[config.mk]
export PLATFORM = sky130hd
export DESIGN_NAME = dsp_operand_field_decoder
export DESIGN_NICKNAME = d
export VERILOG_FILES = /design/src/rtl/operand_decode_pkg.sv /design/src/rtl/dsp_operand_field_decoder.sv /design/src/rtl/add_flag_unit.sv
export SDC_FILE = /design/constraint.sdc
export NUM_CORES = 1
export LEC_CHECK = 0
export BUFFER_PORTS_ARGS = -buffer_cell sky130_fd_sc_hd__buf_2
export CELL_PAD_IN_SITES_DETAIL_PLACEMENT = 0
export CELL_PAD_IN_SITES_GLOBAL_PLACEMENT = 2
export CORE_ASPECT_RATIO = 0.8
export CORE_MARGIN = 1.5
export CORE_UTILIZATION = 30
export DETAILED_ROUTE_END_ITERATION = 16
export GPL_ROUTABILITY_DRIVEN = 0
export PLACE_DENSITY_LB_ADDON = 0.05
export RECOVER_POWER = 100
export SLEW_MARGIN = 5
export SYNTH_ARGS = -nofsm -noshare
export SYNTH_HDL_FRONTEND = slang
export SYNTH_SLANG_ARGS = --single-unit
[constraint.sdc]
create_clock -name clock_i -period 5.45 [get_ports clock_i]
set_clock_uncertainty 0.2 [all_clocks]
set_input_delay 0.8175 -clock clock_i [delete_from_list [all_inputs] [get_ports clock_i]]
set_output_delay 0.8175 -clock clock_i [all_outputs]
set_load 0.01 [all_outputs]
[src/rtl/operand_decode_pkg.sv]
// Constants, field layout and types for the operand field decoder.
// Assumes a 24-bit instruction word and a 16-bit datapath.
package operand_decode_pkg;

    // ------------------------------------------------------------------
    // Widths
    // ------------------------------------------------------------------
    localparam int INSTR_W = 24;
    localparam int DATA_W  = 16;
    localparam int BUS_W   = 32;
    localparam int ADR_W   = 8;
    localparam int SEL_W   = 4;
    localparam int REG_W   = 4;
    localparam int FLAG_W  = 5;
    localparam int MODE_W  = 3;
    localparam int PF_W    = 4;

    // ------------------------------------------------------------------
    // Instruction field positions
    // ------------------------------------------------------------------
    localparam int SRC_MODE_LSB  = 4;
    localparam int DEST_MODE_LSB = 11;
    localparam int MUL_PAIR_LSB  = 16;
    localparam int MUL_SQ_LSB    = 16;
    localparam int X_DEST_LSB    = 12;
    localparam int Y_DEST_LSB    = 10;
    localparam int X_OP_LSB      = 6;
    localparam int Y_OP_LSB      = 2;
    localparam int WB_LSB        = 0;
    localparam int OP9_LSB       = 15;
    localparam int OP5_LSB       = 19;
    localparam int BYTE_BIT      = 14;
    localparam int DEST_BIT      = 13;
    localparam int LIT10_LSB     = 4;
    localparam int LIT10_W       = 10;
    localparam int LIT5_W        = 5;
    localparam int LIT5_TAG_LSB  = 5;

    // Add opcodes
    localparam logic [8:0] OP_ADD_FILE = 9'h168;
    localparam logic [8:0] OP_ADD_LIT  = 9'h160;
    localparam logic [4:0] OP_ADD_WB   = 5'h08;
    localparam logic [1:0] LIT5_TAG    = 2'h3;

    // ------------------------------------------------------------------
    // Working register numbers
    // ------------------------------------------------------------------
    localparam logic [3:0] X_PTR_LO  = 4'h8;
    localparam logic [3:0] X_PTR_HI  = 4'h9;
    localparam logic [3:0] Y_PTR_LO  = 4'hA;
    localparam logic [3:0] Y_PTR_HI  = 4'hB;
    localparam logic [3:0] OFS_REG   = 4'hC;
    localparam logic [3:0] WB_REG    = 4'hD;
    localparam logic [3:0] DEST_BASE = 4'h4;

    // Pointer adjustments
    localparam logic signed [3:0] ADJ_NONE = 4'sh0;
    localparam logic signed [3:0] ADJ_P2   = 4'sh2;
    localparam logic signed [3:0] ADJ_P4   = 4'sh4;
    localparam logic signed [3:0] ADJ_P6   = 4'sh6;
    localparam logic signed [3:0] ADJ_M6   = -4'sh6;
    localparam logic signed [3:0] ADJ_M4   = -4'sh4;
    localparam logic signed [3:0] ADJ_M2   = -4'sh2;

    // ------------------------------------------------------------------
    // Adder flag layout
    // ------------------------------------------------------------------
    localparam int FLG_C  = 0;
    localparam int FLG_Z  = 1;
    localparam int FLG_OV = 2;
    localparam int FLG_N  = 3;
    localparam int FLG_DC = 4;
    localparam int NIB_W    = 4;
    localparam int BYTE_W   = 8;
    localparam int BYTE_MSB = 7;
    localparam int WORD_MSB = 15;

    // ------------------------------------------------------------------
    // Register map, byte addresses
    // ------------------------------------------------------------------
    localparam logic [7:0] REG_INSTR    = 8'h00;
    localparam logic [7:0] REG_OPA      = 8'h04;
    localparam logic [7:0] REG_OPB      = 8'h08;
    localparam logic [7:0] REG_RESULT   = 8'h0C;
    localparam logic [7:0] REG_STATUS   = 8'h10;
    localparam logic [7:0] REG_ADDRDEC  = 8'h14;
    localparam logic [7:0] REG_PREFETCH = 8'h18;
    localparam logic [7:0] REG_MACDEC   = 8'h1C;

    // ------------------------------------------------------------------
    // Types
    // ------------------------------------------------------------------
    typedef enum logic [2:0] {
        MODE_DIRECT  = 3'h0,
        MODE_IND     = 3'h1,
        MODE_POSTDEC = 3'h2,
        MODE_POSTINC = 3'h3,
        MODE_PREDEC  = 3'h4,
        MODE_PREINC  = 3'h5,
        MODE_OFFSET  = 3'h6
    } addr_mode_e;

    typedef enum logic [1:0] {
        WB_DIRECT  = 2'h0,
        WB_POSTINC = 2'h1,
        WB_NONE    = 2'h2,
        WB_INVALID = 2'h3
    } wb_mode_e;

    typedef struct packed {
        logic              en;
        logic [3:0]        ptr_reg;
        logic              add_ofs;
        logic signed [3:0] adjust;
    } prefetch_s;

endpackage : operand_decode_pkg

[src/rtl/dsp_operand_field_decoder.sv]
// Operand field decoder: addressing modes, X/Y prefetch, multiplier
// operands, accumulator write-back and the add forms, with a Wishbone
// classic slave for instruction load, operands and decoded readback.
// Assumes a fetch stage and the Wishbone master on the same clock.
//
// The Wishbone register port and the address map were left to the implementer.
`timescale 1ns/1ps
`default_nettype none

module dsp_operand_field_decoder (
    // Clock and reset
    input  wire logic        clock_i,
    input  wire logic        sys_rst_i,
    // Wishbone classic slave
    input  wire logic        wb_cyc_i,
    input  wire logic        wb_stb_i,
    input  wire logic        wb_we_i,
    input  wire logic [7:0]  wb_adr_i,
    input  wire logic [3:0]  wb_sel_i,
    input  wire logic [31:0] wb_dat_i,
    output logic      [31:0] wb_dat_o,
    output logic             wb_ack_o,
    // Fetch stage
    input  wire logic [23:0] instr_i,
    input  wire logic        instr_valid_i,
    // Addressing modes
    output logic             decode_valid_o,
    output logic      [2:0]  src_mode_o,
    output logic      [2:0]  dest_mode_o,
    // X prefetch
    output logic             x_fetch_en_o,
    output logic      [3:0]  x_ptr_reg_o,
    output logic             x_add_ofs_o,
    output logic      [3:0]  x_adjust_o,
    output logic      [3:0]  x_dest_reg_o,
    // Y prefetch
    output logic             y_fetch_en_o,
    output logic      [3:0]  y_ptr_reg_o,
    output logic             y_add_ofs_o,
    output logic      [3:0]  y_adjust_o,
    output logic      [3:0]  y_dest_reg_o,
    // Multiplier and write-back
    output logic      [3:0]  square_reg_o,
    output logic      [3:0]  mul_reg_a_o,
    output logic      [3:0]  mul_reg_b_o,
    output logic             mul_invalid_o,
    output logic      [1:0]  wb_mode_o,
    output logic      [3:0]  wb_ptr_reg_o,
    output logic      [3:0]  wb_adjust_o,
    output logic             wb_invalid_o,
    // Add result
    output logic      [15:0] add_result_o,
    output logic      [4:0]  add_flags_o,
    output logic             add_to_file_o,
    output logic             add_done_o
);

    // ------------------------------------------------------------------
    // State
    // ------------------------------------------------------------------
    typedef struct packed {
        logic [23:0]                    instr;
        logic [15:0]                    opa;
        logic [15:0]                    opb;
        logic                           load_pend;
        logic                           valid;
        logic                           add_done;
        logic [15:0]                    result;
        logic [4:0]                     flags;
        logic                           to_file;
        logic                           ack;
        logic [31:0]                    rdata;
        operand_decode_pkg::addr_mode_e src_mode;
        operand_decode_pkg::addr_mode_e dest_mode;
        operand_decode_pkg::prefetch_s  xpf;
        operand_decode_pkg::prefetch_s  ypf;
        logic [3:0]                     x_dest;
        logic [3:0]                     y_dest;
        logic [3:0]                     square_reg;
        logic [3:0]                     mul_a;
        logic [3:0]                     mul_b;
        logic                           mul_invalid;
        operand_decode_pkg::wb_mode_e   wb;
    } state_s;

    state_s s;
    state_s next_s;

    // ------------------------------------------------------------------
    // Helpers
    // ------------------------------------------------------------------
    function automatic operand_decode_pkg::addr_mode_e decode_mode(
        input logic [2:0] code
    );
        operand_decode_pkg::addr_mode_e m;
        if (code[2:1] == 2'h3) begin
            m = operand_decode_pkg::MODE_OFFSET;
        end else begin
            m = operand_decode_pkg::addr_mode_e'(code);
        end
        return m;
    endfunction

    function automatic operand_decode_pkg::prefetch_s decode_prefetch(
        input logic [3:0] op,
        input logic [3:0] lo_reg,
        input logic [3:0] hi_reg
    );
        operand_decode_pkg::prefetch_s r;
        r.en      = 1'b1;
        r.ptr_reg = op[3] ? hi_reg : lo_reg;
        r.add_ofs = 1'b0;
        r.adjust  = operand_decode_pkg::ADJ_NONE;
        case (op[2:0])
            3'h1: r.adjust = operand_decode_pkg::ADJ_P2;
            3'h2: r.adjust = operand_decode_pkg::ADJ_P4;
            3'h3: r.adjust = operand_decode_pkg::ADJ_P6;
            3'h4: begin
                if (op[3]) begin
                    r.add_ofs = 1'b1;
                end else begin
                    // No read, pointers left alone
                    r.en = 1'b0;
                end
            end
            3'h5: r.adjust = operand_decode_pkg::ADJ_M6;
            3'h6: r.adjust = operand_decode_pkg::ADJ_M4;
            3'h7: r.adjust = operand_decode_pkg::ADJ_M2;
            default: r.adjust = operand_decode_pkg::ADJ_NONE;
        endcase
        return r;
    endfunction

    function automatic logic [3:0] reg_4_to_7(input logic [1:0] code);
        return 4'(operand_decode_pkg::DEST_BASE + {2'h0, code});
    endfunction

    function automatic logic [31:0] apply_sel(
        input logic [31:0] old_v,
        input logic [31:0] new_v,
        input logic [3:0]  sel
    );
        logic [31:0] r;
        r = old_v;
        for (int i = 0; i < operand_decode_pkg::SEL_W; i++) begin
            if (sel[i]) begin
                r[i*8 +: 8] = new_v[i*8 +: 8];
            end
        end
        return r;
    endfunction

    // ------------------------------------------------------------------
    // Add operand selection
    // ------------------------------------------------------------------
    logic [15:0] add_a;
    logic [15:0] add_b;
    logic        add_form;
    logic        add_byte;
    logic [15:0] add_sum;
    logic [4:0]  add_flags;
    logic        add_file_dest;

    always_comb begin
        add_a         = s.opa;
        add_b         = s.opb;
        add_form      = 1'b0;
        add_file_dest = 1'b0;
        add_byte      = s.instr[operand_decode_pkg::BYTE_BIT];
        if (s.instr[operand_decode_pkg::INSTR_W-1:operand_decode_pkg::OP9_LSB]
            == operand_decode_pkg::OP_ADD_FILE) begin
            // File value plus default register
            add_form      = 1'b1;
            add_file_dest = s.instr[operand_decode_pkg::DEST_BIT];
        end else if (s.instr[operand_decode_pkg::INSTR_W-1:
                             operand_decode_pkg::OP9_LSB]
                     == operand_decode_pkg::OP_ADD_LIT) begin
            add_form = 1'b1;
            add_a    = 16'(s.instr[operand_decode_pkg::LIT10_LSB +:
                                   operand_decode_pkg::LIT10_W]);
        end else if (s.instr[operand_decode_pkg::INSTR_W-1:
                             operand_decode_pkg::OP5_LSB]
                     == operand_decode_pkg::OP_ADD_WB) begin
            add_form = 1'b1;
            if (s.instr[operand_decode_pkg::LIT5_TAG_LSB +: 2]
                == operand_decode_pkg::LIT5_TAG) begin
                add_b = 16'(s.instr[operand_decode_pkg::LIT5_W-1:0]);
            end
        end
    end

    add_flag_unit u_add (
        .a_i     (add_a),
        .b_i     (add_b),
        .byte_i  (add_byte),
        .sum_o   (add_sum),
        .flags_o (add_flags)
    );

    // ------------------------------------------------------------------
    // Next state
    // ------------------------------------------------------------------
    logic bus_req;
    logic bus_wr;

    always_comb begin
        next_s    = s;
        bus_req   = wb_cyc_i && wb_stb_i;
        // Write lands on the edge that samples ack high
        bus_wr    = bus_req && wb_we_i && s.ack;

        // Bus answer: registered ack, one cycle low between requests
        next_s.ack   = bus_req && !s.ack;
        next_s.rdata = '0;
        if (bus_req && !s.ack) begin
            unique case (wb_adr_i)
                operand_decode_pkg::REG_INSTR:
                    next_s.rdata = 32'(s.instr);
                operand_decode_pkg::REG_OPA:
                    next_s.rdata = 32'(s.opa);
                operand_decode_pkg::REG_OPB:
                    next_s.rdata = 32'(s.opb);
                operand_decode_pkg::REG_RESULT:
                    next_s.rdata = 32'(s.result);
                operand_decode_pkg::REG_STATUS:
                    next_s.rdata = 32'({s.valid, 2'h0, s.to_file,
                                        3'h0, s.flags});
                operand_decode_pkg::REG_ADDRDEC:
                    next_s.rdata = 32'({s.dest_mode, 1'b0, s.src_mode});
                operand_decode_pkg::REG_PREFETCH:
                    next_s.rdata = 32'({s.y_dest, s.ypf, 2'h0,
                                        s.x_dest, s.xpf});
                operand_decode_pkg::REG_MACDEC:
                    next_s.rdata = 32'({s.wb, 2'h0, s.mul_invalid,
                                        s.mul_b, s.mul_a, s.square_reg});
                default: next_s.rdata = '0;
            endcase
        end

        // Operand registers
        if (bus_wr && wb_adr_i == operand_decode_pkg::REG_OPA) begin
            next_s.opa = 16'(apply_sel(32'(s.opa), wb_dat_i, wb_sel_i));
        end
        if (bus_wr && wb_adr_i == operand_decode_pkg::REG_OPB) begin
            next_s.opb = 16'(apply_sel(32'(s.opb), wb_dat_i, wb_sel_i));
        end

        // Instruction load; fetch port has priority over the bus
        next_s.load_pend = 1'b0;
        if (instr_valid_i) begin
            next_s.instr     = instr_i;
            next_s.load_pend = 1'b1;
        end else if (bus_wr && wb_adr_i == operand_decode_pkg::REG_INSTR) begin
            next_s.instr     = 24'(apply_sel(32'(s.instr), wb_dat_i, wb_sel_i));
            next_s.load_pend = 1'b1;
        end

        // Field decode, one cycle behind the instruction register
        next_s.src_mode  = decode_mode(
            s.instr[operand_decode_pkg::SRC_MODE_LSB +:
                    operand_decode_pkg::MODE_W]);
        next_s.dest_mode = decode_mode(
            s.instr[operand_decode_pkg::DEST_MODE_LSB +:
                    operand_decode_pkg::MODE_W]);
        next_s.xpf = decode_prefetch(
            s.instr[operand_decode_pkg::X_OP_LSB +: operand_decode_pkg::PF_W],
            operand_decode_pkg::X_PTR_LO, operand_decode_pkg::X_PTR_HI);
        next_s.ypf = decode_prefetch(
            s.instr[operand_decode_pkg::Y_OP_LSB +: operand_decode_pkg::PF_W],
            operand_decode_pkg::Y_PTR_LO, operand_decode_pkg::Y_PTR_HI);
        next_s.x_dest = reg_4_to_7(
            s.instr[operand_decode_pkg::X_DEST_LSB +: 2]);
        next_s.y_dest = reg_4_to_7(
            s.instr[operand_decode_pkg::Y_DEST_LSB +: 2]);
        next_s.square_reg = reg_4_to_7(
            s.instr[operand_decode_pkg::MUL_SQ_LSB +: 2]);

        next_s.mul_invalid = 1'b0;
        next_s.mul_a       = 4'h0;
        next_s.mul_b       = 4'h0;
        case (s.instr[operand_decode_pkg::MUL_PAIR_LSB +: 3])
            3'h0: {next_s.mul_a, next_s.mul_b} = 8'h45;
            3'h1: {next_s.mul_a, next_s.mul_b} = 8'h46;
            3'h2: {next_s.mul_a, next_s.mul_b} = 8'h47;
            3'h4: {next_s.mul_a, next_s.mul_b} = 8'h56;
            3'h5: {next_s.mul_a, next_s.mul_b} = 8'h57;
            3'h6: {next_s.mul_a, next_s.mul_b} = 8'h67;
            default: next_s.mul_invalid = 1'b1;
        endcase

        next_s.wb = operand_decode_pkg::wb_mode_e'(
            s.instr[operand_decode_pkg::WB_LSB +: 2]);

        // Add executes once, in the cycle after the load
        next_s.add_done = 1'b0;
        if (s.load_pend) begin
            next_s.valid = 1'b1;
            if (add_form) begin
                next_s.result   = add_sum;
                next_s.flags    = add_flags;
                next_s.to_file  = add_file_dest;
                next_s.add_done = 1'b1;
            end
        end
    end

    always_ff @(posedge clock_i or posedge sys_rst_i) begin
        if (sys_rst_i) begin
            s <= '0;
        end else begin
            s <= next_s;
        end
    end

    // ------------------------------------------------------------------
    // Outputs
    // ------------------------------------------------------------------
    assign wb_dat_o       = s.rdata;
    assign wb_ack_o       = s.ack;
    assign decode_valid_o = s.valid;
    assign src_mode_o     = s.src_mode;
    assign dest_mode_o    = s.dest_mode;
    assign x_fetch_en_o   = s.xpf.en;
    assign x_ptr_reg_o    = s.xpf.ptr_reg;
    assign x_add_ofs_o    = s.xpf.add_ofs;
    assign x_adjust_o     = s.xpf.adjust;
    assign x_dest_reg_o   = s.x_dest;
    assign y_fetch_en_o   = s.ypf.en;
    assign y_ptr_reg_o    = s.ypf.ptr_reg;
    assign y_add_ofs_o    = s.ypf.add_ofs;
    assign y_adjust_o     = s.ypf.adjust;
    assign y_dest_reg_o   = s.y_dest;
    assign square_reg_o   = s.square_reg;
    assign mul_reg_a_o    = s.mul_a;
    assign mul_reg_b_o    = s.mul_b;
    assign mul_invalid_o  = s.mul_invalid;
    assign wb_mode_o      = s.wb;
    // Write-back goes through register 13, stepped by 2 when indirect
    assign wb_ptr_reg_o   = operand_decode_pkg::WB_REG;
    assign wb_adjust_o    = (s.wb == operand_decode_pkg::WB_POSTINC)
                          ? 4'(operand_decode_pkg::ADJ_P2)
                          : 4'(operand_decode_pkg::ADJ_NONE);
    assign wb_invalid_o   = (s.wb == operand_decode_pkg::WB_INVALID);
    assign add_result_o   = s.result;
    assign add_flags_o    = s.flags;
    assign add_to_file_o  = s.to_file;
    assign add_done_o     = s.add_done;

endmodule // dsp_operand_field_decoder

`default_nettype wire

[src/rtl/add_flag_unit.sv]
// Adder for the add forms: sum and status flags in byte or word width.
// Purely combinational; the caller registers sum and flags.
`timescale 1ns/1ps
`default_nettype none

module add_flag_unit (
    // Operands
    input  wire logic [15:0] a_i,
    input  wire logic [15:0] b_i,
    input  wire logic        byte_i,
    // Result
    output logic      [15:0] sum_o,
    output logic      [4:0]  flags_o
);

    logic [16:0] full;
    logic [8:0]  low;
    logic [4:0]  nib;

    always_comb begin
        full = {1'b0, a_i} + {1'b0, b_i};
        low  = {1'b0, a_i[operand_decode_pkg::BYTE_MSB:0]}
             + {1'b0, b_i[operand_decode_pkg::BYTE_MSB:0]};
        nib  = {1'b0, a_i[operand_decode_pkg::NIB_W-1:0]}
             + {1'b0, b_i[operand_decode_pkg::NIB_W-1:0]};
        flags_o = '0;
        if (byte_i) begin
            // Upper byte reads as zero in byte width
            sum_o = {8'h00, low[operand_decode_pkg::BYTE_MSB:0]};
            flags_o[operand_decode_pkg::FLG_DC] = nib[operand_decode_pkg::NIB_W];
            flags_o[operand_decode_pkg::FLG_C]  =
                low[operand_decode_pkg::BYTE_W];
            flags_o[operand_decode_pkg::FLG_N]  =
                low[operand_decode_pkg::BYTE_MSB];
            flags_o[operand_decode_pkg::FLG_OV] =
                (a_i[operand_decode_pkg::BYTE_MSB]
                 == b_i[operand_decode_pkg::BYTE_MSB])
                && (low[operand_decode_pkg::BYTE_MSB]
                 != a_i[operand_decode_pkg::BYTE_MSB]);
            flags_o[operand_decode_pkg::FLG_Z]  =
                (low[operand_decode_pkg::BYTE_MSB:0] == 8'h00);
        end else begin
            sum_o = full[operand_decode_pkg::WORD_MSB:0];
            // Digit carry is the carry out of the low byte in word width
            flags_o[operand_decode_pkg::FLG_DC] = low[operand_decode_pkg::BYTE_W];
            flags_o[operand_decode_pkg::FLG_C]  =
                full[operand_decode_pkg::DATA_W];
            flags_o[operand_decode_pkg::FLG_N]  =
                full[operand_decode_pkg::WORD_MSB];
            flags_o[operand_decode_pkg::FLG_OV] =
                (a_i[operand_decode_pkg::WORD_MSB]
                 == b_i[operand_decode_pkg::WORD_MSB])
                && (full[operand_decode_pkg::WORD_MSB]
                 != a_i[operand_decode_pkg::WORD_MSB]);
            flags_o[operand_decode_pkg::FLG_Z]  =
                (full[operand_decode_pkg::WORD_MSB:0] == 16'h0000);
        end
    end

endmodule // add_flag_unit

`default_nettype wire

=== Word-level counts from Yosys, hierarchy flattened ===
Cells that the tools add are included.

* Word-level logic and storage cells: 140
* Register bits after elaboration: 163
* Output and inout port bits: 115
* Input port bits: 74

* Muxes and demuxes: 38
* Add/subtract/negate cells: 6
* Reductions and logical operators: 27
* Equality and inequality tests: 37

{| class="wikitable"
|+ Operators with widths
! kind !! count
|-
| $pmux W30 S8 || 1
|-
| $mux W16 || 7
|-
| $mux W24 || 2
|-
| $pmux W4 S6 || 2
|-
| $mux W23 || 2
|-
| $pmux W7 S6 || 1
|-
| $eq A3 B3 Y1 const B || 11
|-
| $eq A8 B5 Y1 const B || 4
|-
| $mux W30 || 1
|-
| $mux W8 || 3
|-
| $eq A9 B9 Y1 const B || 2
|-
| $add A16 B16 Y17 || 1
|-
| $eq A8 B4 Y1 const B || 2
|-
| $logic_not A16 Y1 || 1
|-
| $logic_not A8 Y1 || 2
|-
| $reduce_and A2 Y1 || 8
|-
| $eq A3 B2 Y1 const B || 5
|-
| $mux W1 || 15
|-
| $add A3 B2 Y4 const A || 3
|-
| $add A8 B8 Y9 || 1
|-
| $eq A3 B1 Y1 const B || 3
|-
| $logic_and A1 B1 Y1 || 9
|-
| $eq A8 B3 Y1 const B || 1
|-
| $reduce_bool A2 Y1 || 4
|-
| other kinds (12) || 17
|}

=== Longest topological paths before layout ===
* Depth in word-level cells: 11
* Depth in mapped cells: 16
* Depth with buffers taken out: 14

=== Cells and area by module ===
Synthesis repeated with hierarchy kept, for this count alone.

* Cell total of the unflattened synthesis: 711
* Area total of the unflattened synthesis: 8159.1 um^2

{| class="wikitable"
|+ By module, submodules not included
! module !! sequential area each (um^2) !! cells an instance !! times used !! area each (um^2)
|-
| dsp_operand_field_decoder || 3578.4 || 596 || 1 || 7300.8
|-
| add_flag_unit || 0.0 || 115 || 1 || 858.3
|}

=== Worst setup path before layout ===
OpenSTA, ideal clock, no wires.

* Path type: flip-flop to flip-flop
* Start point: register s[155] (netlist name)
* End point: register s (netlist bit add_flags_o[1])
* Library setup time: 0.127 ns
* Setup slack: 1.213 ns
* Stages on the path, launching flop included: 16
* Buffers on the path: 4
* Period minus slack after synthesis: 4.237 ns
* Arrival time: 3.910 ns
* Path through: dfrtp_1 -> buf_6 -> or4b_4 -> nor4_4 -> clkbuf_1 -> mux2_2 -> ha_1 -> buf_2 -> and3_1 -> clkbuf_1 -> nand2_1 -> or3_1 -> a211oi_1 -> xor2_1 -> nand3b_1 -> o21ai_1

* Word-level cells in the longest chain between the ends: 6
* Elaborated cells between the ends (all ways): 14
* Those cells by class: add/sub: 2; eq/ne: 2; mux: 7; reduce/logical: 3

{| class="wikitable"
|+ Ends and longest elaborated chain
! item !! RTL line !! RTL
|-
| from (decl) || dsp_operand_field_decoder.sv:86 || <nowiki>state_s s;</nowiki>
|-
| from (signal assigned) || dsp_operand_field_decoder.sv:311 || <nowiki>s <= next_s;</nowiki>
|-
| $eq A9 B9 Y1 || dsp_operand_field_decoder.sv:177 || <nowiki>== operand_decode_pkg::OP_ADD_LIT) begin</nowiki>
|-
| $mux W16 || dsp_operand_field_decoder.sv:175 || <nowiki>end else if (s.instr[operand_decode_pkg::INSTR_W-1:</nowiki>
|-
| $mux W16 || dsp_operand_field_decoder.sv:170 || <nowiki>if (s.instr[operand_decode_pkg::INSTR_W-1:operand_decode_pkg::OP9_LSB]</nowiki>
|-
| $add A16 B16 Y17 / $add A8 B8 Y9 (equally long branches) || add_flag_unit.sv:21, add_flag_unit.sv:23 ||
|-
| $logic_not A16 Y1 / $logic_not A8 Y1 (equally long branches) || add_flag_unit.sv:56, add_flag_unit.sv:41 ||
|-
| $mux W5 || add_flag_unit.sv:27 || <nowiki>if (byte_i) begin</nowiki>
|}

Several ways; a longest one is shown, not always the timed one.
A chain may end at the register's enable or synchronous reset.

=== Worst setup path after layout ===
* Start point: register s[155] (netlist name)
* End point: register s (netlist bit add_flags_o[2])

* Word-level cells in the longest chain between the ends: 7
* Elaborated cells between the ends (all ways): 18
* Those cells by class: add/sub: 2; eq/ne: 6; mux: 7; reduce/logical: 3

{| class="wikitable"
|+ Ends and longest elaborated chain
! item !! RTL line
|-
| $eq A9 B9 Y1 || dsp_operand_field_decoder.sv:177
|-
| $mux W16 || dsp_operand_field_decoder.sv:175
|-
| $mux W16 || dsp_operand_field_decoder.sv:170
|-
| $add A16 B16 Y17 / $add A8 B8 Y9 (equally long branches) || add_flag_unit.sv:21, add_flag_unit.sv:23
|-
| $ne A1 B1 Y1 (on tied branches) || add_flag_unit.sv:54, add_flag_unit.sv:39
|-
| $logic_and A1 B1 Y1 (on tied branches) || add_flag_unit.sv:53, add_flag_unit.sv:38
|-
| $mux W5 || add_flag_unit.sv:27
|}

Several ways; a longest one is shown, not always the timed one.

==> reports/metrics.csv <==
stage,metric,value,unit
timing,# setup viols final,0,
synthesis,Yosys cell types,67,
routing,DRT iter0 DRCs,459,
timing,"Slew Viols, Final",183,
timing,RSZ-0062 raised after global routing,false,
power_and_ir_drop,P_leak,3.94,nW
worst_setup_path,CP Buf/Inv Count,2,
timing,min Tclk post-route,4.75,ns
synthesis,"top cells by area, synth","dfrtp_1 46%, buf_4 10%, mux2_2 6.8%, a22oi_1 4.1%, mux2i_1 3.2%",
clock_tree,postcts setup bufs,0,
floorplan,# IOs,189,
worst_setup_path,Crit Path Max Fanout,16,
synthesis,sequential area share after synthesis,46.0,%
timing,relative slew slack,-70.5,%
timing,FMAX,210,MHz
floorplan,total core area,25400,um2
timing,Setup TNS,0,ns
global_routing,largest net degree at the start of global routing,108,
clock_tree,Num CTS Buffers,17,
global_routing,first-pass GRT wire length,38600,um
layout,Area Growth Syn to Fin,10.8,%
worst_setup_path,kind of critical path,reg -> reg,
clock_tree,TritonCTS clock tree,done,
routing,Vias/cell,5.05,
layout,fin area,8620,um2
synthesis,async set-reset flop share out of synthesis,100,%
flow_run,Max Cap Viol,4,
layout,share of cells above drive strength 1,19.0,%
worst_setup_path,Top Family by Delay on Critical Path,simple AND/OR/NAND/NOR gates,
worst_setup_path,crit-path max cell delay,0.59,ns
floorplan,Initial Util,30.7,%
power_and_ir_drop,total net switching power,703,uW
power_and_ir_drop,internal power,1.93,mW
clock_tree,CTS root buf,clkbuf_16,
power_and_ir_drop,Power Density,305,nW/um2
synthesis,"top cells by count, synth","143 x dfrtp_1, 104 x buf_4, 61 x nand2_1, 47 x mux2_2, 43 x a22oi_1",
routing,drt first pass iters,5,
power_and_ir_drop,sequential power share,46.1,%
power_and_ir_drop,Switching Share,26.7,%
worst_setup_path,startpoint types,flop,
clock_tree,Clock Tree Buf Depth,2,
synthesis,Post-synth EDFFs,0,
power_and_ir_drop,Clk pwr share,46.2,%
hold_path,worst min-delay path category,reg -> reg,
routing,total wire length,25900,um
synthesis,"area leader, netlist",dfrtp_1,
layout,Final Non-Filler Cells,1153,
floorplan,die height,147,um
outcome,outcome,"finished, violations left",
synthesis,"count leader, synth",dfrtp_1,
global_routing,GRT Overall Usage,19.5,%
global_routing,initial antenna violation count,0,
timing,final critical-path share of the clock period,87.2,%
routing,via count,5821,
synthesis,Synth warnings,0,
layout,utilization after layout,34.0,%
worst_setup_path,crit path DAT,4.84,ns
routing,final antenna-violating net count,0,
place,placed inst area,8230,um2
clock_tree,clock insertion delay at the later pin of the skew report,0.42,ns
outcome,failing checks,"max-capacitance violations, max-slew violations",
routing,DRC violations left,0,
synthesis,Syn Area/Cell,10.4,um2
place,Final HPWL DP,19100,um
worst_setup_path,"Slowest-stage cell, CP",or4b_1,
clock_tree,cts hold-fix bufs,0,
worst_setup_path,CP Capture Type,flop,
timing,final hold vios,0,
synthesis,#FFs+latches synth,143,
routing,WL per Instance,22.5,um
clock_tree,Num Clock Sinks,143,
place,Cells after DPL,1122,
clock_tree,Resized cells post-CTS,0,
synthesis,Post-Synthesis Cells,751,
clock_tree,"Reg clk slew, reported paths",0.06,ns
floorplan,Die Area,26900,um2
global_routing,vias in the first global route,5978,
floorplan,Die X,183,um
floorplan,# rows,52,
worst_setup_path,crit-path cells,"or4b_1, nor4_1, buf_4, mux2_1, ha_1, a211oi_1, clkbuf_1, o211a_1, or3_1, a211oi_1, xor2_1, a21oi_1, a21oi_1",
worst_setup_path,Worst Path Required,5.54,ns
global_routing,gr ovfl total,0,
synthesis,post-synth top area share,46.0,%
layout,# nets final,908,
layout,Filler cells,2656,
synthesis,main flop type after synthesis,dfrtp_1,
power_and_ir_drop,worst vdd ir,183,uV
timing,Slew @ Worst Pin,2.53,ns
power_and_ir_drop,combinational share of power,7.7,%
clock_tree,H-tree levels,4,
place,number of port buffers,159,
synthesis,Netlist Area Pre-Place,7780,um2
[flip-flops by register name, indices dropped and copies added, names as in the netlist, 2 cells and up]
| name | count |
|---|---|
| add_flags_o | 5 |
| add_result_o | 16 |
| dest_mode_o | 3 |
| mul_reg_a_o | 3 |
| mul_reg_b_o | 2 |
| next_s | 2 |
| s | 54 |
| square_reg_o | 2 |
| src_mode_o | 3 |
| wb_dat_o | 28 |
| wb_mode_o | 2 |
| x_adjust_o | 3 |
| x_dest_reg_o | 2 |
| y_adjust_o | 3 |
| y_dest_reg_o | 2 |
| y_ptr_reg_o | 2 |
[cell families (layout without fill, tap and decap cells)]
kind of cell	after synthesis	in the layout	share of synthesized area, %
adders and majority gates	17	17	2.83
xor gates and xnor gates	11	11	1.24
and+or+nand+nor	183	183	12.6
other	2	22	0.0965
muxes	73	73	10.2
AOI/OAI and AO/OA	164	164	14.2
DFF	143	143	46.0
buffers and inverters	158	216	12.8
[power by group through the flow]
stage	combinational, mW	clock [mW]	sequential (mW)
floorplan	0.194	0	1.18
global placement	0.223	0	1.23
detailed placement	0.226	0	1.23
CTS	0.226	1.24	1.21
global route	0.228	1.29	1.22
finish	0.202	1.22	1.21
[per-layer routing]
layer | track usage [%] | wire length (um) | up-vias
met1 | 27.5 | 12500 | 2912
met2 | 31.2 | 11800 | 207
met3 | 3.35 | 1380 | 14
li1 | - | - | 2688
met4 | 4.26 | 254 | 0
met5 | 0 | 0 | -
[area by class of cell]
cell class	instances	area (um2)	share of cell area (%)
Multi-Input combinational cell	469	3220	37.4
Antenna cell	1	2.50	0.0290
Clock buffer	19	443	5.14
Timing Repair Buffer	173	758	8.80
Sequential cell	143	3580	41.5
Inverter	13	52.6	0.610
Tap cell	324	405	4.70
Clock inverter	11	154	1.79
[through the flow]
step | power, mW | hold slack, ns | setup slack [ns]
5_1_grt | 2.73 | 0.260 | 0.468
3_5_place_dp | 1.46 | 0.224 | 0.897
3_3_place_gp | 1.46 | 0.215 | 0.869
4_1_cts | 2.68 | 0.249 | 0.873
6_report | 2.63 | 0.241 | 0.696
2_1_floorplan | 1.37 | 0.174 | 0.595
[final timing paths]
| check | from | to | slack [ns] | cells past startpoint |
|---|---|---|---|---|
| min reg2reg | next_s[1]$_DFFE_PP0P_ | wb_mode_o[1]$_DFF_PP0_ | 0.24 | 0 |
| max | s[155]$_DFFE_PP0P_ | add_flags_o[2]$_DFFE_PP0P_ | 0.70 | 13 |
| min | next_s[1]$_DFFE_PP0P_ | wb_mode_o[1]$_DFF_PP0_ | 0.24 | 0 |
| max in group asynchronous | sys_rst_i | s[143]$_DFFE_PP0P_ | 1.32 | 3 |
| min in group asynchronous | sys_rst_i | wb_dat_o[22]$_DFF_PP0_ | 0.95 | 2 |
| max reg2reg | s[155]$_DFFE_PP0P_ | add_flags_o[2]$_DFFE_PP0P_ | 0.70 | 13 |
[worst reg2reg max path, delay by kind of cell, from the launching register on]
kind	cells	cell delay, ns
simple gates	3	1.30
compound gates	5	1.26
flops	1	0.50
buf+inv	2	0.48
mux	1	0.42
fa+ha+maj	1	0.32
xor+xnor	1	0.14
[cells in the final DEF (no fill, tap or decap), drive strengths merged, types with 6 or more instances in the layout]
| master | netlist | layout |
|---|---|---|
| buf | 112 | 71 |
| mux2i | 25 | 25 |
| a31oi | 12 | 12 |
| nor2b | 23 | 23 |
| ha | 16 | 16 |
| clkbuf | 33 | 121 |
| a21oi | 19 | 19 |
| o21ai | 44 | 44 |
| and3 | 17 | 17 |
| dfrtp | 143 | 143 |
| conb | 2 | 21 |
| xor2 | 6 | 6 |
| inv | 13 | 17 |
| a22oi | 43 | 43 |
| nor4 | 6 | 6 |
| nand2 | 62 | 62 |
| mux2 | 48 | 48 |
| nor2 | 29 | 29 |
| nor3 | 9 | 9 |
Note: power is estimated with default switching activity, not from simulation.
